==> src/hw/sac_pkg.sv <==
// Purpose: shared constants for the converter conversion control block
// Assumes: 8-bit register port, 3-bit register address
// Notes:   offsets of all registers, field positions of control main, config and interrupt status
package sac_pkg;
    // register offsets
    localparam logic [2:0] ADDR_CONTROL_MAIN = 3'h0;
    localparam logic [2:0] ADDR_CONFIG       = 3'h1;
    localparam logic [2:0] ADDR_CHANNEL      = 3'h2;
    localparam logic [2:0] ADDR_RESULT_HIGH  = 3'h3;
    localparam logic [2:0] ADDR_RESULT_LOW   = 3'h4;
    localparam logic [2:0] ADDR_INT_STATUS   = 3'h5;
    localparam logic [2:0] ADDR_INT_MASK     = 3'h6;
    localparam logic [2:0] ADDR_POWERUP      = 3'h7;
    // control main fields
    localparam int SRC_LSB   = 0;
    localparam int BUSY_BIT  = 3;
    localparam int DLY_BIT   = 4;
    localparam int BURST_BIT = 5;
    localparam int PWR_BIT   = 6;
    localparam int DONE_BIT  = 7;
    // config fields
    localparam int DIV_LSB   = 0;
    localparam int RPT_LSB   = 5;
    // interrupt status bits
    localparam int ST_DONE   = 0;
    localparam int ST_OVRN   = 1;
    // start source codes
    localparam logic [1:0] SRC_SOFTWARE = 2'h0;
    localparam logic [1:0] SRC_TIMER    = 2'h1;
    localparam logic [1:0] SRC_EXTERNAL = 2'h2;
    // channel codes
    localparam logic [4:0] CH_TEMP = 5'h10;
    localparam logic [4:0] CH_NONE = 5'h14;
    // timing in conversion clocks
    localparam logic [7:0] TRACK_CLKS = 8'h04;
    // reset values
    localparam logic [7:0] RST_POWERUP = 8'h01;
    localparam logic [7:0] RST_ZERO    = 8'h00;
    typedef enum logic [1:0] {ST_IDLE, ST_POWERUP, ST_TRACK, ST_CONVERT} sac_state_t;
endpackage

==> src/hw/sac_ctrl.sv <==
// Purpose: conversion control for a successive-approximation converter
// Assumes: analog core answers each start with a done pulse and its data
// Notes:   external pins pass two flip-flops before use
//
// What this block does
// - channel codes 0..15 route P0.0-P0.7 then P1.0-P1.7 in order.
// - codes 16..19 pick temperature, regulator, supply, ground; higher codes none.
// - conversion clock divides system clock, or oscillator in burst mode.
// - start source is software busy write, timer overflow, or external rising edge.
// - start source comes from control register, no code needed for others.
// - completion posts result high/low registers and sets done flag.
// - done flag raises interrupt when enabled, else stays set for polling.
// - busy reads one during conversion and clears at completion.
// - default mode tracks continuously except while converting, starts at once.
// - delayed tracking with internal start tracks four conversion clocks first.
// - delayed tracking with external start tracks while low, converts on rise.
// - sixteen-bit accumulator sums successive results.
// - burst mode powers up, samples, accumulates and shuts down alone.
// - burst start runs repeat count conversions; starts during burst ignored.
// - done flag sets only after repeat count conversions accumulated.
// - burst powers down after burst unless enabled; waits power-up time.
//
// Strobed register access and the placing of the registers were chosen for this implementation.
module sac_ctrl #(
    parameter int DATA_W = 12
) (
    input  wire logic              CLK_I,
    input  wire logic              RESET_N_I,
    input  wire logic [2:0]        ADDR_I,
    input  wire logic [7:0]        WDATA_I,
    input  wire logic              WR_I,
    input  wire logic              RD_I,
    output logic      [7:0]        RDATA_O,
    input  wire logic              TIMER_OVF_I,
    input  wire logic              EXTERNAL_CONVERT_START_I,
    input  wire logic              HF_OSC_I,
    input  wire logic              SAR_DONE_I,
    input  wire logic [DATA_W-1:0] SAR_DATA_I,
    output logic                   CONVERSION_CLOCK_O,
    output logic                   SAR_START_O,
    output logic                   TRACK_O,
    output logic                   POWER_ON_O,
    output logic      [15:0]       PIN_SELECT_O,
    output logic      [3:0]        INTERNAL_SELECT_O,
    output logic                   IRQ_O
);
    // one-hot pin and internal source selection
    function automatic logic [19:0] chan_decode(input logic [4:0] code);
        logic [19:0] sel;
        sel = 20'h0_0000;
        if (code < sac_pkg::CH_NONE)
        begin
            sel[code] = 1'b1;
        end
        return sel;
    endfunction

    // repeat count from its code
    function automatic logic [6:0] rpt_count(input logic [2:0] code);
        logic [6:0] n;
        n = 7'h01;
        if (code != 3'h0 && code < 3'h6)
        begin
            n = 7'(7'h02 << code);
        end
        return n;
    endfunction

    logic [1:0]  src_sel, next_src_sel;
    logic        dly_trk, next_dly_trk;
    logic        burst_en, next_burst_en;
    logic        pwr_en, next_pwr_en;
    logic [4:0]  div, next_div;
    logic [2:0]  rpt_sel, next_rpt_sel;
    logic [4:0]  chan, next_chan;
    logic [7:0]  pwrup_time, next_pwrup_time;
    logic [1:0]  mask, next_mask;
    logic [1:0]  status, next_status;
    logic [15:0] result, next_result;
    logic [15:0] acc, next_acc;
    logic [6:0]  nconv, next_nconv;
    logic        busy, next_busy;
    logic [7:0]  cnt, next_cnt;
    logic [4:0]  div_cnt, next_div_cnt;
    logic        sar_clk, next_sar_clk;
    logic        sar_start, next_sar_start;
    logic        track, next_track;
    logic        power_on, next_power_on;
    logic [19:0] sel, next_sel;
    logic        irq, next_irq;
    logic [7:0]  rdata, next_rdata;
    logic        ext_s1, ext_s2, ext_s3;
    logic        hf_s1, hf_s2, hf_s3;
    sac_pkg::sac_state_t state, next_state;

    logic        sw_start, trig, src_tick, tick, ext_rise, hf_rise, go_seq, last;
    logic [15:0] acc_sum;
    logic [6:0]  rpt_n;

    assign ext_rise = ext_s2 && !ext_s3;
    assign hf_rise  = hf_s2 && !hf_s3;

    always_comb
    begin
        next_src_sel    = src_sel;
        next_dly_trk    = dly_trk;
        next_burst_en   = burst_en;
        next_pwr_en     = pwr_en;
        next_div        = div;
        next_rpt_sel    = rpt_sel;
        next_chan       = chan;
        next_pwrup_time = pwrup_time;
        next_mask       = mask;
        next_status     = status;
        next_result     = result;
        next_acc        = acc;
        next_nconv      = nconv;
        next_busy       = busy;
        next_cnt        = cnt;
        next_state      = state;
        next_sar_start  = 1'b0;
        next_rdata      = rdata;
        go_seq          = 1'b0;
        rpt_n           = rpt_count(rpt_sel);
        last            = (nconv + 7'h01) == rpt_n;
        acc_sum         = acc + 16'(SAR_DATA_I);
        // register writes, done flag write-one-to-clear
        if (WR_I)
        begin
            unique case (ADDR_I)
                sac_pkg::ADDR_CONTROL_MAIN:
                begin
                    next_src_sel  = WDATA_I[sac_pkg::SRC_LSB +: 2];
                    next_dly_trk  = WDATA_I[sac_pkg::DLY_BIT];
                    next_burst_en = WDATA_I[sac_pkg::BURST_BIT];
                    next_pwr_en   = WDATA_I[sac_pkg::PWR_BIT];
                    if (WDATA_I[sac_pkg::DONE_BIT])
                    begin
                        next_status[sac_pkg::ST_DONE] = 1'b0;
                    end
                end
                sac_pkg::ADDR_CONFIG:
                begin
                    next_div     = WDATA_I[sac_pkg::DIV_LSB +: 5];
                    next_rpt_sel = WDATA_I[sac_pkg::RPT_LSB +: 3];
                end
                sac_pkg::ADDR_CHANNEL:    next_chan = WDATA_I[4:0];
                sac_pkg::ADDR_INT_STATUS: next_status = status & ~WDATA_I[1:0];
                sac_pkg::ADDR_INT_MASK:   next_mask = WDATA_I[1:0];
                sac_pkg::ADDR_POWERUP:    next_pwrup_time = WDATA_I;
                default:                  next_mask = mask;
            endcase
        end
        src_tick     = burst_en ? hf_rise : 1'b1;
        tick         = src_tick && (div_cnt == div);
        next_div_cnt = src_tick ? (tick ? 5'h00 : div_cnt + 5'h01) : div_cnt;
        next_sar_clk = tick ? !sar_clk : sar_clk;
        sw_start = WR_I && (ADDR_I == sac_pkg::ADDR_CONTROL_MAIN) && WDATA_I[sac_pkg::BUSY_BIT];
        unique case (src_sel)
            sac_pkg::SRC_SOFTWARE: trig = sw_start;
            sac_pkg::SRC_TIMER:    trig = TIMER_OVF_I;
            sac_pkg::SRC_EXTERNAL: trig = ext_rise;
            default:               trig = 1'b0;
        endcase
        unique case (state)
            sac_pkg::ST_IDLE:
            begin
                if (trig)
                begin
                    next_busy = 1'b1;
                    if (burst_en && !pwr_en)
                    begin
                        next_state = sac_pkg::ST_POWERUP;
                        next_cnt   = 8'h00;
                    end
                    else
                    begin
                        go_seq = 1'b1;
                    end
                end
            end
            sac_pkg::ST_POWERUP:
            begin
                if (tick)
                begin
                    next_cnt = cnt + 8'h01;
                    go_seq   = (cnt + 8'h01) >= pwrup_time;
                end
            end
            sac_pkg::ST_TRACK:
            begin
                if (tick)
                begin
                    next_cnt = cnt + 8'h01;
                    if (cnt == sac_pkg::TRACK_CLKS - 8'h01)
                    begin
                        next_state     = sac_pkg::ST_CONVERT;
                        next_sar_start = 1'b1;
                    end
                end
            end
            sac_pkg::ST_CONVERT:
            begin
                if (SAR_DONE_I)
                begin
                    next_acc   = acc_sum;
                    next_nconv = nconv + 7'h01;
                    if (last)
                    begin
                        next_result                   = acc_sum;
                        next_acc                      = 16'h0000;
                        next_nconv                    = 7'h00;
                        next_status[sac_pkg::ST_DONE] = 1'b1;
                    end
                    if (burst_en && !last)
                    begin
                        go_seq = 1'b1;
                    end
                    else
                    begin
                        next_state = sac_pkg::ST_IDLE;
                        next_busy  = 1'b0;
                    end
                end
            end
        endcase
        if (go_seq)
        begin
            next_cnt = 8'h00;
            if (dly_trk && src_sel != sac_pkg::SRC_EXTERNAL)
            begin
                next_state = sac_pkg::ST_TRACK;
            end
            else
            begin
                next_state     = sac_pkg::ST_CONVERT;
                next_sar_start = 1'b1;
            end
        end
        // starts during a conversion ignored, noted as overrun
        if (trig && state != sac_pkg::ST_IDLE)
        begin
            next_status[sac_pkg::ST_OVRN] = 1'b1;
        end
        next_track = (next_state == sac_pkg::ST_TRACK)
                   || (next_state == sac_pkg::ST_IDLE
                       && (dly_trk ? (src_sel == sac_pkg::SRC_EXTERNAL && !ext_s2)
                                   : !burst_en));
        next_power_on = pwr_en || (next_state != sac_pkg::ST_IDLE);
        next_sel = chan_decode(chan);
        next_irq = |(next_status & next_mask);
        if (RD_I)
        begin
            unique case (ADDR_I)
                sac_pkg::ADDR_CONTROL_MAIN:
                    next_rdata = {status[sac_pkg::ST_DONE], pwr_en, burst_en, dly_trk,
                                  busy, 1'b0, src_sel};
                sac_pkg::ADDR_CONFIG:      next_rdata = {rpt_sel, div};
                sac_pkg::ADDR_CHANNEL:     next_rdata = {3'h0, chan};
                sac_pkg::ADDR_RESULT_HIGH: next_rdata = result[15:8];
                sac_pkg::ADDR_RESULT_LOW:  next_rdata = result[7:0];
                sac_pkg::ADDR_INT_STATUS:  next_rdata = {6'h00, status};
                sac_pkg::ADDR_INT_MASK:    next_rdata = {6'h00, mask};
                sac_pkg::ADDR_POWERUP:     next_rdata = pwrup_time;
                default:                   next_rdata = sac_pkg::RST_ZERO;
            endcase
        end
        else
        begin
            next_rdata = sac_pkg::RST_ZERO;
        end
    end

    always_ff @(posedge CLK_I or negedge RESET_N_I)
    begin
        if (!RESET_N_I)
        begin
            src_sel    <= sac_pkg::SRC_SOFTWARE;
            dly_trk    <= 1'b0;
            burst_en   <= 1'b0;
            pwr_en     <= 1'b0;
            div        <= 5'h00;
            rpt_sel    <= 3'h0;
            chan       <= 5'h00;
            pwrup_time <= sac_pkg::RST_POWERUP;
            mask       <= 2'h0;
            status     <= 2'h0;
            result     <= 16'h0000;
            acc        <= 16'h0000;
            nconv      <= 7'h00;
            busy       <= 1'b0;
            cnt        <= 8'h00;
            div_cnt    <= 5'h00;
            sar_clk    <= 1'b0;
            sar_start  <= 1'b0;
            track      <= 1'b0;
            power_on   <= 1'b0;
            sel        <= 20'h0_0000;
            irq        <= 1'b0;
            rdata      <= sac_pkg::RST_ZERO;
            state      <= sac_pkg::ST_IDLE;
            ext_s1     <= 1'b0;
            ext_s2     <= 1'b0;
            ext_s3     <= 1'b0;
            hf_s1      <= 1'b0;
            hf_s2      <= 1'b0;
            hf_s3      <= 1'b0;
        end
        else
        begin
            src_sel    <= next_src_sel;
            dly_trk    <= next_dly_trk;
            burst_en   <= next_burst_en;
            pwr_en     <= next_pwr_en;
            div        <= next_div;
            rpt_sel    <= next_rpt_sel;
            chan       <= next_chan;
            pwrup_time <= next_pwrup_time;
            mask       <= next_mask;
            status     <= next_status;
            result     <= next_result;
            acc        <= next_acc;
            nconv      <= next_nconv;
            busy       <= next_busy;
            cnt        <= next_cnt;
            div_cnt    <= next_div_cnt;
            sar_clk    <= next_sar_clk;
            sar_start  <= next_sar_start;
            track      <= next_track;
            power_on   <= next_power_on;
            sel        <= next_sel;
            irq        <= next_irq;
            rdata      <= next_rdata;
            state      <= next_state;
            ext_s1     <= EXTERNAL_CONVERT_START_I;
            ext_s2     <= ext_s1;
            ext_s3     <= ext_s2;
            hf_s1      <= HF_OSC_I;
            hf_s2      <= hf_s1;
            hf_s3      <= hf_s2;
        end
    end

    assign RDATA_O            = rdata;
    assign CONVERSION_CLOCK_O = sar_clk;
    assign SAR_START_O        = sar_start;
    assign TRACK_O            = track;
    assign POWER_ON_O         = power_on;
    assign PIN_SELECT_O       = sel[15:0];
    assign INTERNAL_SELECT_O  = sel[19:16];
    assign IRQ_O              = irq;

    property p_busy_on_start;
        @(posedge CLK_I) disable iff (!RESET_N_I)
        state == sac_pkg::ST_IDLE && trig |=> busy;
    endproperty
    a_busy_on_start: assert property (p_busy_on_start) else $error("busy not set");

    property p_done_post;
        @(posedge CLK_I) disable iff (!RESET_N_I)
        state == sac_pkg::ST_CONVERT && SAR_DONE_I && last
        |=> status[sac_pkg::ST_DONE] && result == $past(acc_sum);
    endproperty
    a_done_post: assert property (p_done_post) else $error("result not posted");

    property p_no_early_done;
        @(posedge CLK_I) disable iff (!RESET_N_I)
        !status[sac_pkg::ST_DONE] && !(state == sac_pkg::ST_CONVERT && SAR_DONE_I && last)
        |=> !status[sac_pkg::ST_DONE];
    endproperty
    a_no_early_done: assert property (p_no_early_done) else $error("early done");

    property p_track_four;
        @(posedge CLK_I) disable iff (!RESET_N_I)
        state == sac_pkg::ST_TRACK && tick && cnt == 8'h03
        |=> state == sac_pkg::ST_CONVERT && SAR_START_O;
    endproperty
    a_track_four: assert property (p_track_four) else $error("tracking length wrong");

    property p_edge_once;
        @(posedge CLK_I) disable iff (!RESET_N_I)
        ext_rise |=> !ext_rise;
    endproperty
    a_edge_once: assert property (p_edge_once) else $error("edge seen twice");

    property p_irq_mask;
        @(posedge CLK_I) disable iff (!RESET_N_I)
        ##1 IRQ_O == |(status & mask);
    endproperty
    a_irq_mask: assert property (p_irq_mask) else $error("interrupt mismatch");

    property p_ignore_busy;
        @(posedge CLK_I) disable iff (!RESET_N_I)
        state != sac_pkg::ST_IDLE && trig |=> status[sac_pkg::ST_OVRN] && busy;
    endproperty
    a_ignore_busy: assert property (p_ignore_busy) else $error("start not ignored");

    property p_busy_clear;
        @(posedge CLK_I) disable iff (!RESET_N_I)
        state == sac_pkg::ST_CONVERT && SAR_DONE_I && (!burst_en || last) |=> !busy;
    endproperty
    a_busy_clear: assert property (p_busy_clear) else $error("busy stuck");

    property p_powerup;
        @(posedge CLK_I) disable iff (!RESET_N_I)
        state == sac_pkg::ST_IDLE && trig && burst_en && !pwr_en
        |=> state == sac_pkg::ST_POWERUP ##1 POWER_ON_O;
    endproperty
    a_powerup: assert property (p_powerup) else $error("no power-up wait");

    property p_no_route;
        @(posedge CLK_I) disable iff (!RESET_N_I)
        chan >= sac_pkg::CH_NONE |=> PIN_SELECT_O == 16'h0000 && INTERNAL_SELECT_O == 4'h0;
    endproperty
    a_no_route: assert property (p_no_route) else $error("unconnected code routed");
endmodule

==> config.mk <==
export PLATFORM = sky130hd
export DESIGN_NAME = sac_ctrl
export DESIGN_NICKNAME = d
export VERILOG_FILES = /design/src/hw/sac_pkg.sv /design/src/hw/sac_ctrl.sv
export SDC_FILE = /design/constraint.sdc
export NUM_CORES = 1
export LEC_CHECK = 0
export BUFFER_PORTS_ARGS = -buffer_cell sky130_fd_sc_hd__buf_2
export CAP_MARGIN = 20
export CELL_PAD_IN_SITES_DETAIL_PLACEMENT = 1
export CELL_PAD_IN_SITES_GLOBAL_PLACEMENT = 2
export CORE_ASPECT_RATIO = 1.1
export CORE_UTILIZATION = 41
export CTS_CLUSTER_SIZE = 30
export DETAILED_ROUTE_END_ITERATION = 8
export PLACE_DENSITY_LB_ADDON = 0.1
export SYNTH_ARGS = -nofsm -noshare
export SYNTH_HDL_FRONTEND = slang
export SYNTH_SLANG_ARGS = --single-unit
==> constraint.sdc <==
create_clock -name CLK_I -period 7.1 [get_ports CLK_I]
set_input_delay 1.42 -clock CLK_I [delete_from_list [all_inputs] [get_ports CLK_I]]
set_output_delay 1.42 -clock CLK_I [all_outputs]
set_load 0.01 [all_outputs]
# Yosys cells after proc, flatten, opt, wreduce, memory -nomap -nowiden
# Index checks and enable logic that the tools add are counted.
[word_totals] register_bits=124 latchBits=0 mem_bits_rw=0 romBits=0 in_bits=31 out_inout_bits=33 elab_cells=158 memories=0
[classes] n_addsub=4 n_mul=0 n_div=0 n_lt_le_gt_ge=5 eq_ne=23 shift=1 mux=51 bitwise_logic=3 reduce_logical=41
[op_table] cell="$pmux 8 s8" count=1
[op_table] cell="$mux 8" count=5
[op_table] cell="$mux 1" count=23
[op_table] cell="$mux 2" count=10
[op_table] cell="$mux 20" count=1
[op_table] cell="$add 16x12->16" count=1
[op_table] cell="$mux 16" count=1
[op_table] cell="$pmux 8 s2" count=1
[op_table] cell="$mux 7" count=2
[op_table] cell="$logic_and 1x1->1" count=13
[op_table] cell="$eq 3x3->1 const B" count=4
[op_table] cell="$reduce_and 2->1" count=5
[op_table] cell="$add 8x1->8 const B" count=1
[op_table] cell="$eq 2x2->1 const B" count=4
[op_table] cell="$eq 8x2->1 const B" count=1
[op_table] cell="$ge 8x8->1" count=1
[op_table] cell="$ne 2x2->1 const B" count=4
[op_table] cell="$reduce_and 4->1" count=2
[op_table] cell="$add 7x1->7 const B" count=1
[op_table] cell="$eq 7x7->1" count=1
[op_table] cell="$logic_not 1->1" count=7
[op_table] cell="$shl 2x3->7 const A" count=1
[op_table] cell="$eq 3x2->1 const B" count=2
[op_table] cell="$logic_not 2->1" count=3
[op_table] cell="other kinds (23)" count=33

# Logic depth before layout (Yosys ltp)
[depth] ltp_word=13 depth_mapped=12 mapped_depth_nobuf=12

# Least setup slack after synthesis
# Ideal clock, no wire load.
[synth_timing] path_type="input-to-reg" start="input port ADDR_I[0]" end="register power_on (netlist: POWER_ON_O)" setup_ps=131 arrival_ps=3645 t_required_ps=6969 slack_ps=3323 path_stages=10 n_path_buf=2 cell_sequence="buf_2 nor4b_2 a221o_1 nand2_1 nor4b_1 a31o_2 a21o_1 buf_6 mux2_4 or3_1"
[synth_via] elab_chain_cells=9 word_cells_on_any_way=11 classes_between="mux (6); reduce/logical (5)"
[synth_lines] element="start, declared" line="sac_ctrl.sv:29" source="input wire logic [2:0] ADDR_I,"
[synth_lines] element="$logic_not 3->1 *" line="sac_ctrl.sv:158" source="sw_start = WR_I && (ADDR_I == sac_pkg::ADDR_CONTROL_MAIN) && WDATA_I[sac_pkg::BUSY_BIT];"
[synth_lines] element="$logic_and 1x1->1 * (2 in a row)" line="sac_ctrl.sv:158"
[synth_lines] element="$pmux 1 s3 *" line="sac_ctrl.sv:159" source="unique case (src_sel)"
[synth_lines] element="$mux 2 or $mux 1 (tied branches)" line="sac_ctrl.sv:168" source="if (trig)"
[synth_lines] element="$pmux 2 s3 or $pmux 1 s3 (tied branches)" line="sac_ctrl.sv:165" source="unique case (state)"
[synth_lines] element="$mux 2 *" line="sac_ctrl.sv:227" source="if (go_seq)"
[synth_lines] element="via next_state[0]" line="sac_ctrl.sv:94" source="sac_pkg::sac_state_t state, next_state;"
[synth_lines] element="$reduce_bool 2->1 *" line="sac_ctrl.sv:249" source="next_power_on = pwr_en || (next_state != sac_pkg::ST_IDLE);"
[synth_lines] element="$logic_or 1x1->1 *" line="sac_ctrl.sv:249"
[synth_lines] element="via next_power_on" line="sac_ctrl.sv:88" source="logic power_on, next_power_on;"
[synth_lines] element="end signal, assigned" line="sac_ctrl.sv:330" source="power_on <= next_power_on;"
[synth_lines] element="end, declared" line="sac_ctrl.sv:88"
# The timed path passes the listed nets; every way through them passes the cells marked *.
# A chain may end at the register's enable or synchronous reset.

# Worst setup path after layout
[layout_timing] start="input port ADDR_I[2]" end="register power_on (netlist: POWER_ON_O)"
# The elaborated chain is that of the path after synthesis.

==> run_results.csv <==
group,metric,value,unit
run_status,status,"completed",
yosys,synth_fp_nets,711,
worst_setup_path,path_max_fanout,23,
global_route,grt_use_met1,0.3035,
sta,min_period_over_period,0.5621,
yosys,ys_ff_latch,124,
worst_setup_path,cp_data_arrival_time,4.28,ns
global_route,grtUsageTotal,0.2360,
floorplanning,die-area,16370,um^2
cts,ctsResizeCount,0,
cells_and_area,drive_gt1_frac,0.2158,
sta,setup-tns-final,0,ns
sta,fin_worst_skew,0.007042,ns
yosys,syn_area_per_cell,9.977,um^2
global_route,top_usage_layer,"met2",
yosys,ys_async_sr_fraction,1.000,
placement,gp_congestion,0.8450,
power_and_ir_drop,power,0.002756,W
cts,cts_tree,"built",
placement,portBuffers,63,
routing,drtPass1Iterations,4,
cts,postCtsHoldBufs,0,
floorplanning,die_width,122.1,um
sta,maxSlewViolCount,0,
worst_setup_path,reg2reg_from,"cnt[2]",
global_route,grt_pass1_wl,29460,um
power_and_ir_drop,p_per_area,362.0,nW/um^2
worst_setup_path,ff2ff_path_depth,11,
floorplanning,core_area,15290,um^2
sta,rsz0062_at_grt,"no",
sta,tightest_slew,0.8882,ns
routing,wire_per_inst,19.19,um
worst_hold_path,min_to,"ext_s2",
global_route,grt_pass1_vias,5569,
sta,hold_viol,0,
sta,relSlewSlack,0.4079,
yosys,synth_cell_types,67,
worst_hold_path,min_path_cells,0,
global_route,use_met2,0.3964,
cts,numCtsBuffers,17,
routing,vias,5123,
sta,period_minus_slack,3.991,ns
cts,cts_root_buffer,"clkbuf_16",
global_route,grt_max_degree,71,
worst_hold_path,hold_class,"flop to flop",
yosys,syn_inst,652,
floorplanning,initial_core_util,0.4255,
cts,cts_htree_levels,4,
cts,post_cts_buffers,0,
floorplanning,io_pins,64,
routing,drt_iter0_drc,165,
cells_and_area,regArea,3104,um^2
floorplanning,chipHeight,134.1,um
yosys,ys_warn_count,0,
yosys,netlist_area,6505,um^2
worst_setup_path,rr_endpoint,"POWER_ON_O",
routing,drc,0,
worst_setup_path,worst_setup_path_start_kind,"input pin",
worst_setup_path,startpoint,"ADDR_I[2]",
cells_and_area,area_growth,17.04,%
global_route,grt.overflow.total,0,
floorplanning,fp-row-count,47,
cts,cts.sinks,124,
power_and_ir_drop,vdd_ir_drop_max,0.0001726,V
global_route,antenna_found_initial,0,
yosys,synth-seq-area-share,0.4772,
routing,viasPerCell,5.575,
yosys,synth_edf_count,0,
power_and_ir_drop,power.leakage,3.587,nW
job,max-cap-violations,0,
cts,cts.clk_slew.worst_paths,0.05,ns
sta,max_freq,250.6,MHz
yosys,yosys_most_used_dff,"dfrtp_1",
cells_and_area,multi_input_area,3186,um^2
cells_and_area,fillers,1732,
routing,drtAntennaViolNets,0,
worst_setup_path,worstPathRequired,7.39,ns
worst_setup_path,crit_type,"input pin to flop",
cells_and_area,nNetsFinal,769,
cells_and_area,n_antenna_cell,0,
global_route,grt_util_met3,0.03827,
cts,clock_path_buffers,2,
cts,insertion_delay,0.42,ns
worst_hold_path,hold_start,"ext_s1",
routing,totalWireLength,17640,um
worst_setup_path,reg2reg_slack,3.59,ns
sta,setup_violations,0,
placement,hpwl,12660,um
worst_setup_path,critPathCaptureType,"flop",
## synth_stat cells (2+ instances only)
cell,number,area share
o211ai_1,3,0.0035
and2_1,7,0.0067
buf_2,6,0.0046
nor4_1,7,0.0067
o21ai_0,57,0.044
nand3b_1,4,0.0046
xor2_1,16,0.022
nand2b_1,10,0.0096
a22o_1,3,0.0040
ha_1,27,0.052
a211oi_1,5,0.0058
a21o_1,6,0.0069
nor2b_1,5,0.0048
a31oi_1,2,0.0019
nand3_1,18,0.014
nand2_1,68,0.039
nor2_1,63,0.036
a21o_2,4,0.0054
clkbuf_1,20,0.012
a21oi_1,18,0.014
mux2_2,37,0.064
o31ai_1,11,0.013
o21a_1,7,0.0081
inv_1,28,0.016
o22ai_1,3,0.0029
a221oi_1,8,0.011
a22oi_1,4,0.0046
nand4_1,2,0.0019
or3_1,4,0.0038
and3_1,6,0.0058
xnor2_1,14,0.019
mux2i_1,6,0.0092
dfrtp_1,123,0.47
o211a_1,2,0.0031
o41ai_1,2,0.0027
o31a_1,3,0.0040
nor3_1,13,0.010
## critical path, cell delays in order
cell	delay, ns
buf_2	0.23
nor4b_2	0.74
a221o_1	0.26
nand2_1	0.13
nor4b_1	0.29
a31o_2	0.17
a21o_1	0.33
mux2_4	0.35
or3_1	0.35
## final cells by class
class	count	area share
clock inverters	14	0.02547
flip-flops and latches	124	0.4077
inverters	28	0.01380
multi-input cells	473	0.4184
clock buffers	18	0.05768
repair buffers	66	0.04470
well taps	196	0.03221
## where the power goes
part	internal, W	total, W	switching (W)
clock	0.000597	0.000928	0.000331
sequential	0.000867	0.00103	0.000160
combinational	0.000344	0.000801	0.000457
## worst max-delay path by stage
stage | end | depth (start not counted)
final | POWER_ON_O | 9
after CTS | POWER_ON_O | 9
after floorplan | POWER_ON_O | 10
after global routing | POWER_ON_O | 9
after global placement | POWER_ON_O | 9
after detailed placement | POWER_ON_O | 9
## layer usage
layer | vias to the layer above | share of wire
li1 | 2423 | -
met1 | 2594 | 0.45
met2 | 82 | 0.50
met3 | 24 | 0.035
met4 | 0 | 0.016
met5 | - | 0
## through the flow
step | hold WS (ns) | util | area [um^2] | instances | setup WS (ns)
after detailed placement | 0.3417 | 0.4565 | 6980 | 887 | 2.676
after global routing | 0.3635 | 0.4980 | 7614 | 919 | 2.905
after floorplan | 0.3312 | - | 6505 | 652 | 3.323
final | 0.3581 | 0.4980 | 7614 | 919 | 3.109
after global placement | 0.3387 | 0.4565 | 6980 | 887 | 2.820
after CTS | 0.3616 | 0.4980 | 7614 | 919 | 3.130
## cells by family after synthesis
family	count (synthesis)	synth area share
AND/OR/NAND/NOR	221	0.1635
AO/OA/AOI/OAI	149	0.1508
flip-flops	124	0.4772
buffers and inverters	55	0.03404
multiplexers	45	0.07905
XOR/XNOR	30	0.04039
adder cells (fa/ha/maj)	28	0.05501
## state kept, by name (all words and copies together) (netlist names), 2 cells and up
name and flops:
cnt 8, nconv 7, div_cnt 5, sel 20, result 16, div 5, mask 2, acc 16
chan 5, pwrup_time 8, status 2, src_sel 2, state 2, rpt_sel 3, RDATA_O 8
## placed cells by master, fill, tap and decap left out, types with 5 or more instances in the layout
master	instances
a211oi_1	5
a21o_1	6
a21oi_1	18
a221oi_1	8
and2_1	7
and3_1	6
buf_2	62
clkbuf_16	17
dfrtp_1	123
ha_1	27
inv_1	28
mux2_2	37
mux2i_1	6
nand2_1	68
nand2b_1	10
nand3_1	18
nor2_1	63
nor2b_1	5
nor3_1	13
nor4_1	6
o21a_1	7
o21ai_0	57
o31ai_1	11
xnor2_1	14
xor2_1	16
Note: power is estimated with default switching activity, not from simulation.
